`src/dcrc_map.svh`:
```
`ifndef DCRC_MAP_SVH
`define DCRC_MAP_SVH

`define DCRC_POLY16        16'h1021
`define DCRC_POLY32        32'h04C11DB7
`define DCRC_INIT16        16'hFFFF
`define DCRC_INIT32        32'hFFFFFFFF
`define DCRC_CH_W          5
`define DCRC_BEAT_BYTE     2'h0
`define DCRC_BEAT_HALF     2'h1
`define DCRC_BEAT_WORD     2'h2
`define DCRC_SRC_APB       1'h0
`define DCRC_SRC_DMA       1'h1
`define DCRC_POLY_RST      1'h0

`endif

```
`src/dcrc_pkg.sv`:
```
package dcrc_pkg;
  typedef enum logic [1:0] {
    DCRC_BEAT_8  = 2'h0,
    DCRC_BEAT_16 = 2'h1,
    DCRC_BEAT_32 = 2'h2
  } dcrc_beat_t;
  typedef enum logic [1:0] {
    DCRC_IDLE = 2'h0,
    DCRC_FEED = 2'h1
  } dcrc_state_t;
endpackage

```
`src/dcrc_byte_if.sv`:
```
`timescale 1ns/1ns
interface dcrc_byte_if;
  logic        load;
  logic [31:0] load_val;
  logic        step;
  logic [7:0]  byte_data;
  logic        poly32;
  logic [31:0] crc;
  modport ctl (output load, output load_val, output step, output byte_data, output poly32,
               input crc);
  modport eng (input load, input load_val, input step, input byte_data, input poly32,
               output crc);
endinterface

```
`src/dcrc_byte_eng.sv`:
```
`timescale 1ns/1ns
`include "dcrc_map.svh"
module dcrc_byte_eng
  import dcrc_pkg::*;
(
  // Clock and reset
  input  wire logic mclk_i,
  input  wire logic rstn_i,
  // Byte stream
  dcrc_byte_if.eng  bi
);
  logic [31:0] crc_reg;
  logic [31:0] crc_next;
  logic [31:0] x [0:8];
  logic [7:0]  fb;

  assign x[0] = crc_reg;
  // One bit per stage, MSB first; both widths run non-reflected
  genvar g;
  generate
    for (g = 0; g < 8; g++) begin : g_bit
      assign fb[g]  = bi.poly32 ? (x[g][31] ^ bi.byte_data[7-g])
                                : (x[g][15] ^ bi.byte_data[7-g]);
      assign x[g+1] = bi.poly32 ?
                      ({x[g][30:0], 1'b0} ^ (fb[g] ? `DCRC_POLY32 : 32'h0)) :
                      ({16'h0, x[g][14:0], 1'b0} ^ (fb[g] ? {16'h0, `DCRC_POLY16} : 32'h0));
    end
  endgenerate

  always_comb begin
    crc_next = crc_reg;
    if (bi.load)
      crc_next = bi.load_val;
    else if (bi.step)
      crc_next = x[8];
  end

  always_ff @(posedge mclk_i) begin
    if (!rstn_i)
      crc_reg <= {16'h0, `DCRC_INIT16};
    else
      crc_reg <= crc_next;
  end

  assign bi.crc = crc_reg;

  property p_load_takes;
    @(posedge mclk_i) disable iff (!rstn_i)
    bi.load |=> crc_reg == $past(bi.load_val);
  endproperty
  a_load_takes: assert property (p_load_takes)
    else $error("start value not loaded");
  property p_hold;
    @(posedge mclk_i) disable iff (!rstn_i)
    !bi.load && !bi.step |=> $stable(crc_reg);
  endproperty
  a_hold: assert property (p_hold)
    else $error("checksum moved with no byte");
endmodule

```
`src/dma_side_crc_engine.sv`:
```
`timescale 1ns/1ns
`include "dcrc_map.svh"
// Notes on behaviour
// - Offer 16-bit 0x1021 and 32-bit 0x04C11DB7
// - Source is DMA channel or bus writes
// - Running checksum readable in result register
// - 32-bit result reads reversed and inverted
// - Polynomial bit selects; reset picks 16-bit
// - Checksum advances one byte per step
// - DMA bytes per beat follow channel size
// - Bus write bytes folded one by one
module dma_side_crc_engine
  import dcrc_pkg::*;
#(
  parameter int CH_W = `DCRC_CH_W
)(
  // Clock and reset
  input  wire logic            mclk_i,
  input  wire logic            rstn_i,
  // Control settings
  input  wire logic            checksum_input_source_i,
  input  wire logic [CH_W-1:0] checksum_channel_i,
  input  wire logic            checksum_polynomial_type_i,
  input  wire logic [1:0]      checksum_bus_beat_width_i,
  // Bus writes of input words
  input  wire logic            input_word_wr_i,
  input  wire logic [31:0]     checksum_input_word_i,
  // Result register writes
  input  wire logic            result_wr_i,
  input  wire logic [31:0]     result_wdata_i,
  // DMA beats
  input  wire logic            dma_beat_valid_i,
  input  wire logic [CH_W-1:0] dma_beat_channel_i,
  input  wire logic [1:0]      dma_beat_size_i,
  input  wire logic [31:0]     dma_beat_data_i,
  // Status
  output logic                 busy_o,
  output logic                 input_ready_o,
  output logic [31:0]          checksum_result_o
);
  dcrc_byte_if bi ();

  dcrc_state_t state_reg;
  logic [31:0] word_reg;
  logic [1:0]  left_reg;
  logic        poly32_reg;
  logic        take;
  logic [31:0] take_data;
  logic [1:0]  take_size;
  logic        dma_hit;
  logic [31:0] rev;
  logic [31:0] wdata_rev;
  logic [31:0] shown;

  ////////////////////////////////////////////////////////////////////////////
  // Source selection
  assign dma_hit = dma_beat_valid_i && (dma_beat_channel_i == checksum_channel_i);

  always_comb begin
    take      = 1'b0;
    take_data = checksum_input_word_i;
    take_size = checksum_bus_beat_width_i;
    if (checksum_input_source_i == `DCRC_SRC_DMA) begin
      take      = dma_hit;
      take_data = dma_beat_data_i;
      take_size = dma_beat_size_i;
    end else begin
      take = input_word_wr_i;
    end
  end

  // Input is refused while a beat is still being folded; sources must hold off
  assign input_ready_o = (state_reg == DCRC_IDLE) && !result_wr_i;
  assign busy_o        = (state_reg == DCRC_FEED);

  ////////////////////////////////////////////////////////////////////////////
  // Byte sequencer: low byte first
  always_ff @(posedge mclk_i) begin
    if (!rstn_i) begin
      state_reg <= DCRC_IDLE;
      word_reg  <= 32'h0;
      left_reg  <= 2'h0;
    end else begin
      case (state_reg)
        DCRC_IDLE: begin
          if (take && input_ready_o) begin
            word_reg <= take_data;
            if (take_size == `DCRC_BEAT_BYTE) begin
              left_reg <= 2'h0;
            end else begin
              left_reg  <= (take_size == `DCRC_BEAT_HALF) ? 2'h1 : 2'h3;
              state_reg <= DCRC_FEED;
            end
          end
        end
        DCRC_FEED: begin
          if (result_wr_i) begin
            state_reg <= DCRC_IDLE;
          end else begin
            word_reg <= {8'h0, word_reg[31:8]};
            left_reg <= left_reg - 2'h1;
            if (left_reg == 2'h1)
              state_reg <= DCRC_IDLE;
          end
        end
        default: state_reg <= DCRC_IDLE;
      endcase
    end
  end

  // Polynomial latched only on idle cycles, so it holds steady through the feed cycles of a beat
  always_ff @(posedge mclk_i) begin
    if (!rstn_i)
      poly32_reg <= `DCRC_POLY_RST;
    else if (state_reg == DCRC_IDLE)
      poly32_reg <= checksum_polynomial_type_i;
  end

  ////////////////////////////////////////////////////////////////////////////
  // Byte engine
  assign bi.load      = result_wr_i;
  // Result write stores the visible form back in internal order
  assign bi.load_val  = poly32_reg ? ~wdata_rev : result_wdata_i;
  assign bi.poly32    = poly32_reg;
  assign bi.step      = (state_reg == DCRC_FEED) ? !result_wr_i : (take && input_ready_o);
  assign bi.byte_data = (state_reg == DCRC_FEED) ? word_reg[15:8] : take_data[7:0];

  dcrc_byte_eng u_eng (
    .mclk_i (mclk_i),
    .rstn_i (rstn_i),
    .bi     (bi)
  );

  ////////////////////////////////////////////////////////////////////////////
  // Result view
  genvar r;
  generate
    for (r = 0; r < 32; r++) begin : g_rev
      assign rev[r]       = bi.crc[31-r];
      assign wdata_rev[r] = result_wdata_i[31-r];
    end
  endgenerate
  assign shown = poly32_reg ? ~rev : {16'h0, bi.crc[15:0]};

  always_ff @(posedge mclk_i) begin
    if (!rstn_i)
      checksum_result_o <= {16'h0, `DCRC_INIT16};
    else
      checksum_result_o <= shown;
  end

  ////////////////////////////////////////////////////////////////////////////
  // Checks
  property p_reset_poly;
    @(posedge mclk_i) $rose(rstn_i) |-> !poly32_reg;
  endproperty
  a_reset_poly: assert property (p_reset_poly)
    else $error("reset left 32-bit polynomial");
  property p_poly_hold;
    @(posedge mclk_i) disable iff (!rstn_i)
    busy_o |=> $stable(poly32_reg);
  endproperty
  a_poly_hold: assert property (p_poly_hold)
    else $error("polynomial changed inside a beat");
  // A result write during the tail aborts it, so only clean tails are checked
  property p_word_len;
    @(posedge mclk_i) disable iff (!rstn_i)
    (state_reg == DCRC_IDLE && take && input_ready_o && take_size == `DCRC_BEAT_WORD)
    ##1 !result_wr_i [*2] |-> busy_o ##1 busy_o ##1 !busy_o;
  endproperty
  a_word_len: assert property (p_word_len)
    else $error("word beat not four bytes");
  property p_take_busy;
    @(posedge mclk_i) disable iff (!rstn_i)
    state_reg == DCRC_IDLE && take && input_ready_o && take_size != `DCRC_BEAT_BYTE
    |=> busy_o;
  endproperty
  a_take_busy: assert property (p_take_busy)
    else $error("multi-byte beat did not start folding");
  property p_half_len;
    @(posedge mclk_i) disable iff (!rstn_i)
    (state_reg == DCRC_IDLE && take && input_ready_o && take_size == `DCRC_BEAT_HALF)
    |=> busy_o ##1 !busy_o;
  endproperty
  a_half_len: assert property (p_half_len)
    else $error("half beat not two bytes");
  property p_byte_idle;
    @(posedge mclk_i) disable iff (!rstn_i)
    (state_reg == DCRC_IDLE && take && input_ready_o && take_size == `DCRC_BEAT_BYTE)
    |=> !busy_o;
  endproperty
  a_byte_idle: assert property (p_byte_idle)
    else $error("byte beat left the engine busy");
  property p_view32;
    @(posedge mclk_i) disable iff (!rstn_i)
    poly32_reg && $stable(poly32_reg) |=> checksum_result_o == ~$past(rev)
      && checksum_result_o[0] == !$past(bi.crc[31]) && checksum_result_o[31] == !$past(bi.crc[0]);
  endproperty
  a_view32: assert property (p_view32)
    else $error("32-bit view wrong");
  property p_view16;
    @(posedge mclk_i) disable iff (!rstn_i)
    !poly32_reg |=> checksum_result_o[31:16] == 16'h0;
  endproperty
  a_view16: assert property (p_view16)
    else $error("16-bit view wide");
  property p_src_dma;
    @(posedge mclk_i) disable iff (!rstn_i)
    checksum_input_source_i && !dma_hit && !busy_o |-> !bi.step;
  endproperty
  a_src_dma: assert property (p_src_dma)
    else $error("byte taken from wrong source");
  property p_src_bus;
    @(posedge mclk_i) disable iff (!rstn_i)
    !checksum_input_source_i && !input_word_wr_i && !busy_o |-> !bi.step;
  endproperty
  a_src_bus: assert property (p_src_bus)
    else $error("byte taken without bus write");
  property p_one_step;
    @(posedge mclk_i) disable iff (!rstn_i)
    busy_o && !result_wr_i |-> bi.step;
  endproperty
  a_one_step: assert property (p_one_step)
    else $error("feed cycle skipped a byte");
  // A written start value reads back while the polynomial holds; the 16-bit view keeps only its low half
  property p_rt32;
    @(posedge mclk_i) disable iff (!rstn_i)
    result_wr_i && poly32_reg ##1 poly32_reg
    |=> checksum_result_o == $past(result_wdata_i, 2);
  endproperty
  a_rt32: assert property (p_rt32)
    else $error("32-bit start value did not read back");
  property p_rt16;
    @(posedge mclk_i) disable iff (!rstn_i)
    result_wr_i && !poly32_reg ##1 !poly32_reg
    |=> checksum_result_o == {16'h0, $past(result_wdata_i[15:0], 2)};
  endproperty
  a_rt16: assert property (p_rt16)
    else $error("16-bit start value did not read back");
endmodule

```
`config.mk`:
```
export PLATFORM = sky130hd
export DESIGN_NAME = dma_side_crc_engine
export DESIGN_NICKNAME = d
export VERILOG_FILES = /design/src/dcrc_pkg.sv /design/src/dcrc_byte_if.sv /design/src/dcrc_byte_eng.sv /design/src/dma_side_crc_engine.sv
export VERILOG_INCLUDE_DIRS = /design/src
export SDC_FILE = /design/constraint.sdc
export NUM_CORES = 1
export LEC_CHECK = 0
export BUFFER_PORTS_ARGS = -buffer_cell sky130_fd_sc_hd__buf_2
export CAP_MARGIN = 0
export CORE_UTILIZATION = 53
export DETAILED_ROUTE_END_ITERATION = 10
export GPL_ROUTABILITY_DRIVEN = 0
export PLACE_DENSITY_LB_ADDON = 0.12
export SLEW_MARGIN = 30
export SYNTH_ARGS = -nofsm -noshare
export SYNTH_HDL_FRONTEND = slang
export SYNTH_SLANG_ARGS = --single-unit
export TNS_END_PERCENT = 30
```
`constraint.sdc`:
```
create_clock -name mclk_i -period 3.2 [get_ports mclk_i]
set_input_delay 0.32 -clock mclk_i [delete_from_list [all_inputs] [get_ports mclk_i]]
set_output_delay 0.32 -clock mclk_i [all_outputs]
set_load 0.005 [all_outputs]
```
==> metrics.md, run 1 <==
| Metric | Value |
|---|---|
| Status | `finished, final reports clean` |
| Crit path max fanout | `18` |
| Largest cells by area after synthesis | `dfxtp_1 (33%), nor2_1 (7.6%), xnor2_1 (7.3%), a21oi_1 (6.6%), nand2_1 (5.1%)` |
| Crit-path cells | `inv_1 > a21boi_1 > xnor3_1 > mux2i_4 > xnor2_4 > xnor3_1 > o21ai_0 > a31oi_1 > o221ai_1` |
| I/O Buffers | `150` |
| Diodes inserted | `0` |
| Number of remaining DRC errors | `0` |
| Post-synthesis register bit count | `92` |
| Share of post-route cells with drive strength above 1 | `27.1%` |
| Hold buffers post-CTS | `0` |
| Final Hold Slack | `0.212 ns` |
| Post-synth ARST share | `0%` |
| Global-route wire length before repair | `25.1 mm` |
| Slew HR | `a little under half` |
| Via count | `about 5400` |
| Tot Pwr | `0.00454 W` |
| Synth Cell Area | `5510 um2` |
| Mapped Avg Cell Area | `8.14 um2` |
| Final Max Tran Viols | `0` |
| Final hold vios | `0` |
| VDD IR max | `0.000302 V` |
| Vias in the first global route | `5042` |
| Min-delay worst type | `input pin to flip-flop` |
| Period Utilization, post-route | `91.9%` |
| Unrepaired setup endpoints after global routing | `no` |
| Max Cap Violations | `0` |
| Post-synthesis net count | `795` |
| IO Pins | `151` |
| Share of the synthesized area in the top cell type | `33.4%` |
| Die Footprint | `10800 um2` |
| Post-CTS setup buffers | `0` |
| Setup tns final | `0 ns` |
| Detailed Route Iter0 Violations | `311` |
| Power Density | `680 nW/um2` |
| Worst path required time | `3.50 ns` |
| Most common cell in the synthesized netlist | `nor2_1` |
| Max Clk Rate | `between 300 and 400 MHz` |
| Post-synth top cells | `nor2_1 (112), dfxtp_1 (92), nand2_1 (75), a21oi_1 (73), xnor2_1 (46)` |
| Worst slew pin tran | `slightly above 0.8 ns` |
| WL final | `15.5 mm` |
| Htree depth | `3` |
| CTS clk-pin slew, worst paths | `0.09 ns` |
| Clock Skew | `0.00667 ns` |
| Pin count of the biggest net entering global routing | `73` |
| Die width | `104 um` |
| WL/cell | `16.4 um` |
| Final ANT Viol Nets | `0` |
| Yosys top cell by area | `dfxtp_1` |
| Clock latency on the worst-skew pair | `0.38 ns` |
| Clock root buffer | `clkbuf_8` |
| Final nets | `928` |
| Area growth, synth to finish | `21.0%` |
| Crit end category | `flip-flop` |
| Drt first pass iters | `5` |
| Crit-path most repeated cell | `xnor3_1` |
| Sequential fraction of the synthesis area | `33.4%` |
| DR vias/cell | `approximately 5.7` |
| CP arrival | `3.24 ns` |
| Post-CTS Resized | `0` |
| Clk buf depth | `2` |
| Crit-path max cell delay | `0.53 ns` |
| Remaining global-route overflow | `0` |
| Initial Utilization | `55.6%` |
| Final setup violating endpoints | `0` |
| Row count | `36` |
| Kind of launch point of the worst setup path | `flip-flop` |
| Antenna violations before repair | `0` |
| Count of different cell masters after synthesis | `60` |
| Core area | `9910 um2` |
| TritonCTS Sinks | `92` |
| Die Span Y | `104 um` |
| Most used DFF post-synth | `dfxtp_1` |
| Detailed Place HPWL | `11.6 mm` |
| EDFF count, synth | `0` |
| Kind of critical path | `flip-flop to flip-flop` |
| Tmin final | `between 2 and 3 ns` |
| Synth Warn # | `0` |
| TritonCTS clock tree | `done` |
| Slowest-stage cell, CP | `dfxtp_2` |
| Leakage | `between 2 and 3 nW` |
| CTS Buf Count | `9` |
| Total track usage | `29.0%` |
| Cells after Synth | `677` |
==> critical path: cells and delay by family (launching register included) <==
kind	cells	cell delay, ns
DFF	1	0.53
buffers and inverters	1	0.18
xor gates and xnor gates	3	1.13
AOI/OAI and AO/OA	4	0.77
muxes	1	0.25
==> logic make-up (layout without fill, tap and decap cells) <==
kind of cell | count (synthesis) | after routing | share of synthesized area [%]
adders and majority gates | 1 | 1 | 0.227
xor gates and xnor gates | 85 | 85 | 17.1
muxes | 41 | 41 | 8.47
buffers and inverters | 56 | 194 | 4.11
DFF | 92 | 92 | 33.4
AOI/OAI and AO/OA | 180 | 180 | 19.9
and+or+nand+nor | 222 | 222 | 16.8
==> through the flow <==
stage	cell area (um2)	setup WS, ns	utilization, %	std cells
2_1_floorplan	5510	0.431	-	677
3_3_place_gp	6410	0.398	64.7	932
3_5_place_dp	6410	0.260	64.7	932
4_1_cts	6670	0.317	67.3	948
5_1_grt	6670	0.123	67.3	948
6_report	6670	0.258	67.3	948
==> metal layers <==
layer  track usage, %  share of wire, %
met5                0                 0
met2             49.2                48
met4             13.3               3.2
met3             4.70               7.4
met1             36.2                41
==> where the power goes <==
| part | internal, W | switching, W |
|---|---|---|
| combinational | 0.00101 | 0.00113 |
| clock | 0.000564 | 0.000434 |
| sequential | 0.00126 | 0.000128 |
| total | 0.00284 | 0.00170 |
==> final timing paths <==
path                                         start                    end  slack (ns)  depth (start not counted)
worst max-delay path                     bi.poly32        u_eng.bi.crc[6]        0.26                          9
worst min-delay path            result_wdata_i[18]       u_eng.bi.crc[18]        0.21                          3
worst max register to register           bi.poly32        u_eng.bi.crc[6]        0.26                          9
worst min register to register     u_eng.bi.crc[1]  checksum_result_o[30]        0.49                          1
==> cells in the final DEF (no fill, tap or decap), drive strengths merged, types with 3 or more instances in the layout <==
master	n
xnor3	7
buf	172
nand2	75
a21boi	4
o221ai	3
clkbuf	11
nand3	3
o211ai	9
inv	5
o32ai	5
dfxtp	92
o21ai	45
bufinv	3
mux2	12
a221oi	7
mux2i	29
nand2b	3
a21oi	73
and2	4
xor2	25
nor3	13
nor4	3
and3	3
o31ai	5
a22oi	11
nor2	112
xnor2	53
==> layout make-up <==
cell class | instances | area, um2
clock buffer | 11 | 151
multi-input combinational | 529 | 3450
clock inverter | 5 | 106
timing repair buffer | 172 | 928
tap | 133 | 166
inverter | 6 | 22.5
sequential | 92 | 1840
fill | 865 | 3240
(Power assumes the default switching activity.)
==> inputs of run 2 (changes only) <==
--- a/config.mk
+++ b/config.mk
@@ -11,6 +11,7 @@
 export CORE_UTILIZATION = 53
 export DETAILED_ROUTE_END_ITERATION = 10
 export GPL_ROUTABILITY_DRIVEN = 0
+export MAX_ROUTING_LAYER = met4
 export PLACE_DENSITY_LB_ADDON = 0.12
 export SLEW_MARGIN = 30
 export SYNTH_ARGS = -nofsm -noshare
==> metrics.md, run 2 (same netlist as run 1, synthesis figures left out) <==
| Metric | Value |
|---|---|
| Hold Crit Start | `result_wdata_i[18]` |
| Die Footprint | `10800 um2 (unchanged)` |
| Fin area | `6670 um2 (unchanged)` |
| CP bufs+invs | `1 (unchanged)` |
| Global-route wire length before repair | `25.1 mm (about the same)` |
| Clock root buffer | `clkbuf_8` |
| Reg-to-reg startpoint | `bi.poly32` |
| Row count | `36 (unchanged)` |
| Placed cell area | `6410 um2 (unchanged)` |
| Final setup violating endpoints | `0 (unchanged)` |
| Final ANT Viol Nets | `0 (unchanged)` |
| Kind of critical path | `flip-flop to flip-flop` |
| CP top delay family | `XOR/XNOR gates` |
| I/O Buffers | `150 (unchanged)` |
| Hold Crit Depth | `3 (unchanged)` |
| Pin count of the biggest net entering global routing | `73 (unchanged)` |
| Die width | `104 um (unchanged)` |
| Crit end category | `flip-flop` |
| Number of remaining DRC errors | `0 (unchanged)` |
| Hold worst-path end | `u_eng.bi.crc[18]` |
| TritonCTS Sinks | `92 (unchanged)` |
| Final nets | `928 (unchanged)` |
| Status | `finished, final reports clean` |
| IO Pins | `151 (unchanged)` |
| Max Clk Rate | `340 MHz (+0.15%)` |
| TritonCTS clock tree | `done` |
| CTS Buf Count | `9 (unchanged)` |
| Remaining global-route overflow | `0 (unchanged)` |
| Vias in the first global route | `5047 (+0.099%)` |
| Crit-path cells | `inv_1 > a21boi_1 > xnor3_1 > mux2i_4 > xnor2_4 > xnor3_1 > o21ai_0 > a31oi_1 > o221ai_1` |
| Worst slack, placed | `0.260 ns (unchanged)` |
| DR vias/cell | `5.70 (+0.15%)` |
| Antenna violations before repair | `0 (unchanged)` |
| Total track usage | `29.9% (+0.87 points)` |
| WL/cell | `16.3 um (-0.25%)` |
| Period Utilization, post-route | `91.8% (-0.14 points)` |
| Worst path required time | `3.49 ns (about the same)` |
| Slew HR | `45.9% (+0.062 points)` |
| Final setup margin | `0.262 ns (+0.00439 ns)` |
| Max Cap Violations | `0 (unchanged)` |
| Min-delay worst type | `input pin to flip-flop` |
| Hold buffers post-CTS | `0 (unchanged)` |
| Diodes inserted | `0 (unchanged)` |
| Crit-path max cell delay | `0.53 ns (about the same)` |
| Power Density | `679 nW/um2 (-0.14%)` |
| Unrepaired setup endpoints after global routing | `no` |
| R2R setup slack | `0.26 ns (about the same)` |
| Drt first pass iters | `5 (unchanged)` |
| Final hold vios | `0 (unchanged)` |
| Post-CTS setup buffers | `0 (unchanged)` |
| Final Max Tran Viols | `0 (unchanged)` |
| Post-CTS Resized | `0 (unchanged)` |
| Detailed Route Iter0 Violations | `310 (-0.32%)` |
| Htree depth | `3 (unchanged)` |
| WL final | `15.5 mm (-0.25%)` |
| Worst flop-to-flop path endpoint | `u_eng.bi.crc[6]` |
| Initial Utilization | `55.6% (unchanged)` |
| Detailed Place HPWL | `11.6 mm (unchanged)` |
| Clock latency on the worst-skew pair | `0.38 ns (about the same)` |
| Share of post-route cells with drive strength above 1 | `27.1% (unchanged)` |
| Core area | `9910 um2 (unchanged)` |
| Clk buf depth | `2 (unchanged)` |
| Most frequent cells in the layout | `buf_2 (150), nor2_1 (112), dfxtp_1 (90)` |
| Setup tns final | `0 ns (unchanged)` |
| Area growth, synth to finish | `21.0% (unchanged)` |
| Leakage | `2.87 nW (unchanged)` |
| Commonest non-fill, non-tap cell in the layout | `buf_2` |
| Clock Skew | `0.00812 ns (+0.00145 ns)` |
| Worst slew pin tran | `0.806 ns (-0.000923 ns)` |
| Kind of launch point of the worst setup path | `flip-flop` |
| Slowest-stage cell, CP | `dfxtp_2` |
| Crit-path most repeated cell | `xnor3_1` |
| Die Span Y | `104 um (unchanged)` |
| R2r worst-path depth | `9 (unchanged)` |
| Tmin final | `2.94 ns (-0.00439 ns)` |
| VDD IR max | `0.000298 V (-1.5%)` |
| CP arrival | `3.23 ns (about the same)` |
| Via count | `5400 (+0.15%)` |
| CTS clk-pin slew, worst paths | `0.09 ns (about the same)` |
| Crit path max fanout | `18 (unchanged)` |
-- run 2: worst max-delay path by stage --
stage	start	slack, ns	endpoint	cells past startpoint
after CTS	bi.poly32	0.32	u_eng.bi.crc[6]	9
after floorplan	checksum_input_source_i	0.43	u_eng.bi.crc[9]	11
final	bi.poly32	0.26	u_eng.bi.crc[6]	9
after detailed placement	checksum_input_source_i	0.26	u_eng.bi.crc[6]	10
after global routing	bi.poly32	0.12	u_eng.bi.crc[6]	9
after global placement	checksum_input_source_i	0.40	u_eng.bi.crc[25]	10
-- run 2: cell type report --
cell class | instances | area, um2
Tap cell | 133 | 166
Clock inverter | 5 | 106
Sequential cell | 92 | 1840
Fill cell | 865 | 3240
Clock buffer | 11 | 151
Timing Repair Buffer | 172 | 928
Multi-Input combinational cell | 529 | 3450
Inverter | 6 | 22.5
-- run 2: stage by stage --
stage                     utilization (%)  instances  total power, W  hold WS [ns]
after floorplan                         -        677         0.00300         0.423
after global placement               64.7        932         0.00350         0.464
after detailed placement             64.7        932         0.00353         0.467
after CTS                            67.3        948         0.00451         0.209
after global routing                 67.3        948         0.00478         0.249
final                                67.3        948         0.00453         0.214
-- run 2: worst reg2reg max path, cell delays in order (launching register included) --
cell and delay [ns]:
dfxtp_2 0.53, inv_1 0.18, a21boi_1 0.30, xnor3_1 0.44, mux2i_4 0.25, xnor2_4 0.26, xnor3_1 0.44, o21ai_0 0.18
a31oi_1 0.07, o221ai_1 0.20
-- run 2: per-layer routing --
| metal | vias to the layer above | part of all wire [%] | global-route usage [%] | routed length (um) |
|---|---|---|---|---|
| li1 | 2611 | - | - | - |
| met1 | 2484 | 42 | 36.2 | 6420 |
| met2 | 259 | 48 | 49.1 | 7380 |
| met3 | 46 | 7.1 | 3.82 | 1100 |
| met4 | 0 | 3.6 | 14.9 | 564 |
| met5 | - | 0 | - | 0 |
-- run 2: power breakdown --
| part | leakage [nW] | switching (W) | internal (W) |
|---|---|---|---|
| combinational | 1.99 | 0.00114 | 0.00101 |
| sequential | 0.755 | 0.000128 | 0.00126 |
| clock | 0.126 | 0.000423 | 0.000564 |
| total | 2.87 | 0.00169 | 0.00284 |
==> inputs of run 3 (changes only) <==
--- a/config.mk
+++ b/config.mk
@@ -6,9 +6,9 @@
 export SDC_FILE = /design/constraint.sdc
 export NUM_CORES = 1
 export LEC_CHECK = 0
-export BUFFER_PORTS_ARGS = -buffer_cell sky130_fd_sc_hd__buf_2
+export BUFFER_PORTS_ARGS = -buffer_cell sky130_fd_sc_hd__clkbuf_2
 export CAP_MARGIN = 0
-export CORE_UTILIZATION = 53
+export CORE_UTILIZATION = 48
 export DETAILED_ROUTE_END_ITERATION = 10
 export GPL_ROUTABILITY_DRIVEN = 0
 export MAX_ROUTING_LAYER = met4
==> constraint.sdc (replaced) <==
create_clock -name mclk_i -period 2.43 [get_ports mclk_i]
set_input_delay 0.243 -clock mclk_i [delete_from_list [all_inputs] [get_ports mclk_i]]
set_output_delay 0.243 -clock mclk_i [all_outputs]
set_load 0.005 [all_outputs]
==> metrics.md, run 3 (same netlist as run 1, synthesis figures left out) <==
| Metric | Value |
|---|---|
| Status | `complete, but fails checks` |
| Failing checks | `setup timing` |
| Die width | `109 um (+5.0%)` |
| TritonCTS Sinks | `92 (unchanged)` |
| Die Span Y | `109 um (+5.0%)` |
| Diodes inserted | `0 (unchanged)` |
| Htree depth | `3 (unchanged)` |
| TritonCTS clock tree | `done` |
| Final setup violating endpoints | `13 (+13)` |
| Row count | `38 (+5.6%)` |
| Sw power | `0.00271 W (+60%)` |
| Max Clk Rate | `388 MHz (+14%)` |
| Detailed Place HPWL | `12.6 mm (+8.7%)` |
| Clock root buffer | `clkbuf_16` |
| Area growth, synth to finish | `40.8%` |
| DR vias/cell | `5.65 (-0.77%)` |
| Sequential share of power | `23.8% (-6.9 points)` |
| Crit path max fanout | `5 (-13)` |
| Slew HR | `54.5% (+8.5 points)` |
| Tmin final | `2.58 ns (-0.357 ns)` |
| Remaining global-route overflow | `0 (unchanged)` |
| Drt first pass iters | `6 (+1)` |
| Clock network power share | `23.3% (+1.5 points)` |
| Max Cap Violations | `0 (unchanged)` |
| Layout Cells excl Fill | `1027 (+8.3%)` |
| Clk buf depth | `2 (unchanged)` |
| IO Pins | `151 (unchanged)` |
| Switching part of the total | `35.3% (-2.0 points)` |
| Placed Cells | `999 (+7.2%)` |
| Final Hold Slack | `0.155 ns (-0.0587 ns)` |
| Detailed Route Iter0 Violations | `522 (+68%)` |
| Fin area | `7760 um2 (+16%)` |
| Worst slack, placed | `-0.412 ns (-0.672 ns)` |
| Min-delay worst type | `input pin to flip-flop` |
| Pin count of the biggest net entering global routing | `45 (-38%)` |
| I/O Buffers | `150 (unchanged)` |
| Commonest non-fill, non-tap cell in the layout | `clkbuf_2` |
| Share of post-route cells with drive strength above 1 | `37.7% (+11 points)` |
| Clock Skew | `0.00789 ns (-0.000227 ns)` |
| Final hold vios | `0 (unchanged)` |
| VDD IR max | `0.000546 V (+83%)` |
| Clock latency on the worst-skew pair | `0.36 ns (-0.02 ns)` |
| Worst path required time | `2.66 ns (-0.83 ns)` |
| Initial Utilization | `50.0% (-5.7 points)` |
| Comb power frac | `52.9% (+5.3 points)` |
| Placed cell area | `6940 um2 (+8.2%)` |
| P_int | `0.00496 W (+75%)` |
| Power Density | `988 nW/um2 (+46%)` |
| Core area | `11000 um2 (+11%)` |
| Vias in the first global route | `5454 (+8.1%)` |
| CTS clk-pin slew, worst paths | `0.07 ns (-0.02 ns)` |
| Final ANT Viol Nets | `0 (unchanged)` |
| Most frequent cells in the layout | `clkbuf_2 (149), nor2_1 (111), dfxtp_1 (87)` |
| Kind of launch point of the worst setup path | `flip-flop` |
| Die Footprint | `11900 um2 (+10%)` |
| WL/cell | `17.5 um (+7.0%)` |
| Number of remaining DRC errors | `0 (unchanged)` |
| Worst slew pin tran | `0.681 ns (-0.125 ns)` |
| Final setup margin | `-0.151 ns (-0.413 ns)` |
| Final nets | `1000 (+7.8%)` |
| Antenna violations before repair | `0 (unchanged)` |
| Unrepaired setup endpoints after global routing | `yes` |
| Kind of critical path | `flip-flop to flip-flop` |
| CTS Buf Count | `9 (unchanged)` |
| WL final | `17.9 mm (+16%)` |
| Final Max Tran Viols | `0 (unchanged)` |
| Leakage | `3.47 nW (+21%)` |
| Period Utilization, post-route | `106% (+14 points)` |
| Total track usage | `31.5% (+1.6 points)` |
| Via count | `5805 (+7.5%)` |
| Crit end category | `flip-flop` |
| CP arrival | `2.81 ns (-0.42 ns)` |
| Hold buffers post-CTS | `0 (unchanged)` |
| Global-route wire length before repair | `27.4 mm (+9.3%)` |
## run 3: through the flow
stage	total power, W	utilization (%)	TNS, ns
2_1_floorplan	0.00397	-	-0.560
3_3_place_gp	0.00509	62.9	-5.92
3_5_place_dp	0.00513	62.9	-7.26
4_1_cts	0.00724	68.4	-0.603
5_1_grt	0.00799	70.3	-2.78
6_report	0.00767	70.3	-0.940
## run 3: worst paths after layout
| path | from | end | slack [ns] | cells past startpoint |
|---|---|---|---|---|
| setup reg to reg | bi.poly32 | u_eng.bi.crc[9] | -0.15 | 10 |
| setup / recovery | bi.poly32 | u_eng.bi.crc[9] | -0.15 | 10 |
| hold / removal | checksum_polynomial_type_i | bi.poly32 | 0.15 | 3 |
| hold reg to reg | word_reg[8] | word_reg[8] | 0.48 | 2 |
## run 3: layout make-up
type	instances	area (um2)
sequential	92	1850
clock inverter	6	135
fill	875	3270
tap	140	175
clock buffer	10	239
multi-input combinational	529	3760
inverter	6	30.0
timing repair buffer	244	1560
## run 3: what timing repair did
item / in CTS / in global routing
hold endpoints to repair: 0 / 0
buffers inserted: 7 / 6
resized for setup: 34 / 31
endpoints found under the setup margin: 21 / 25
pin swaps: 15 / 23
## run 3: power groups by stage
stage	clock network [W]	logic (W)	registers, W
global placement	0	0.00326	0.00183
floorplan	0	0.00217	0.00180
global route	0.00185	0.00430	0.00184
detailed placement	0	0.00330	0.00184
finish	0.00178	0.00406	0.00183
CTS	0.00179	0.00363	0.00181
## run 3: per-layer routing
metal	up-vias	track usage, %	wire length, um
li1	2750	-	-
met1	2726	40.3	7590
met2	283	49.0	8520
met3	46	5.86	1350
met4	0	12.2	479
met5	-	-	0
## run 3: worst max-delay path, stage by stage (launching register included)
cell and delay [ns]:
dfxtp_4 0.39, inv_4 0.06, buf_6 0.12, a21boi_4 0.16, xnor3_2 0.38, mux2i_4 0.17
xnor3_1 0.44, or2_4 0.30, xnor2_2 0.13, o211ai_1 0.19, nand3_1 0.09
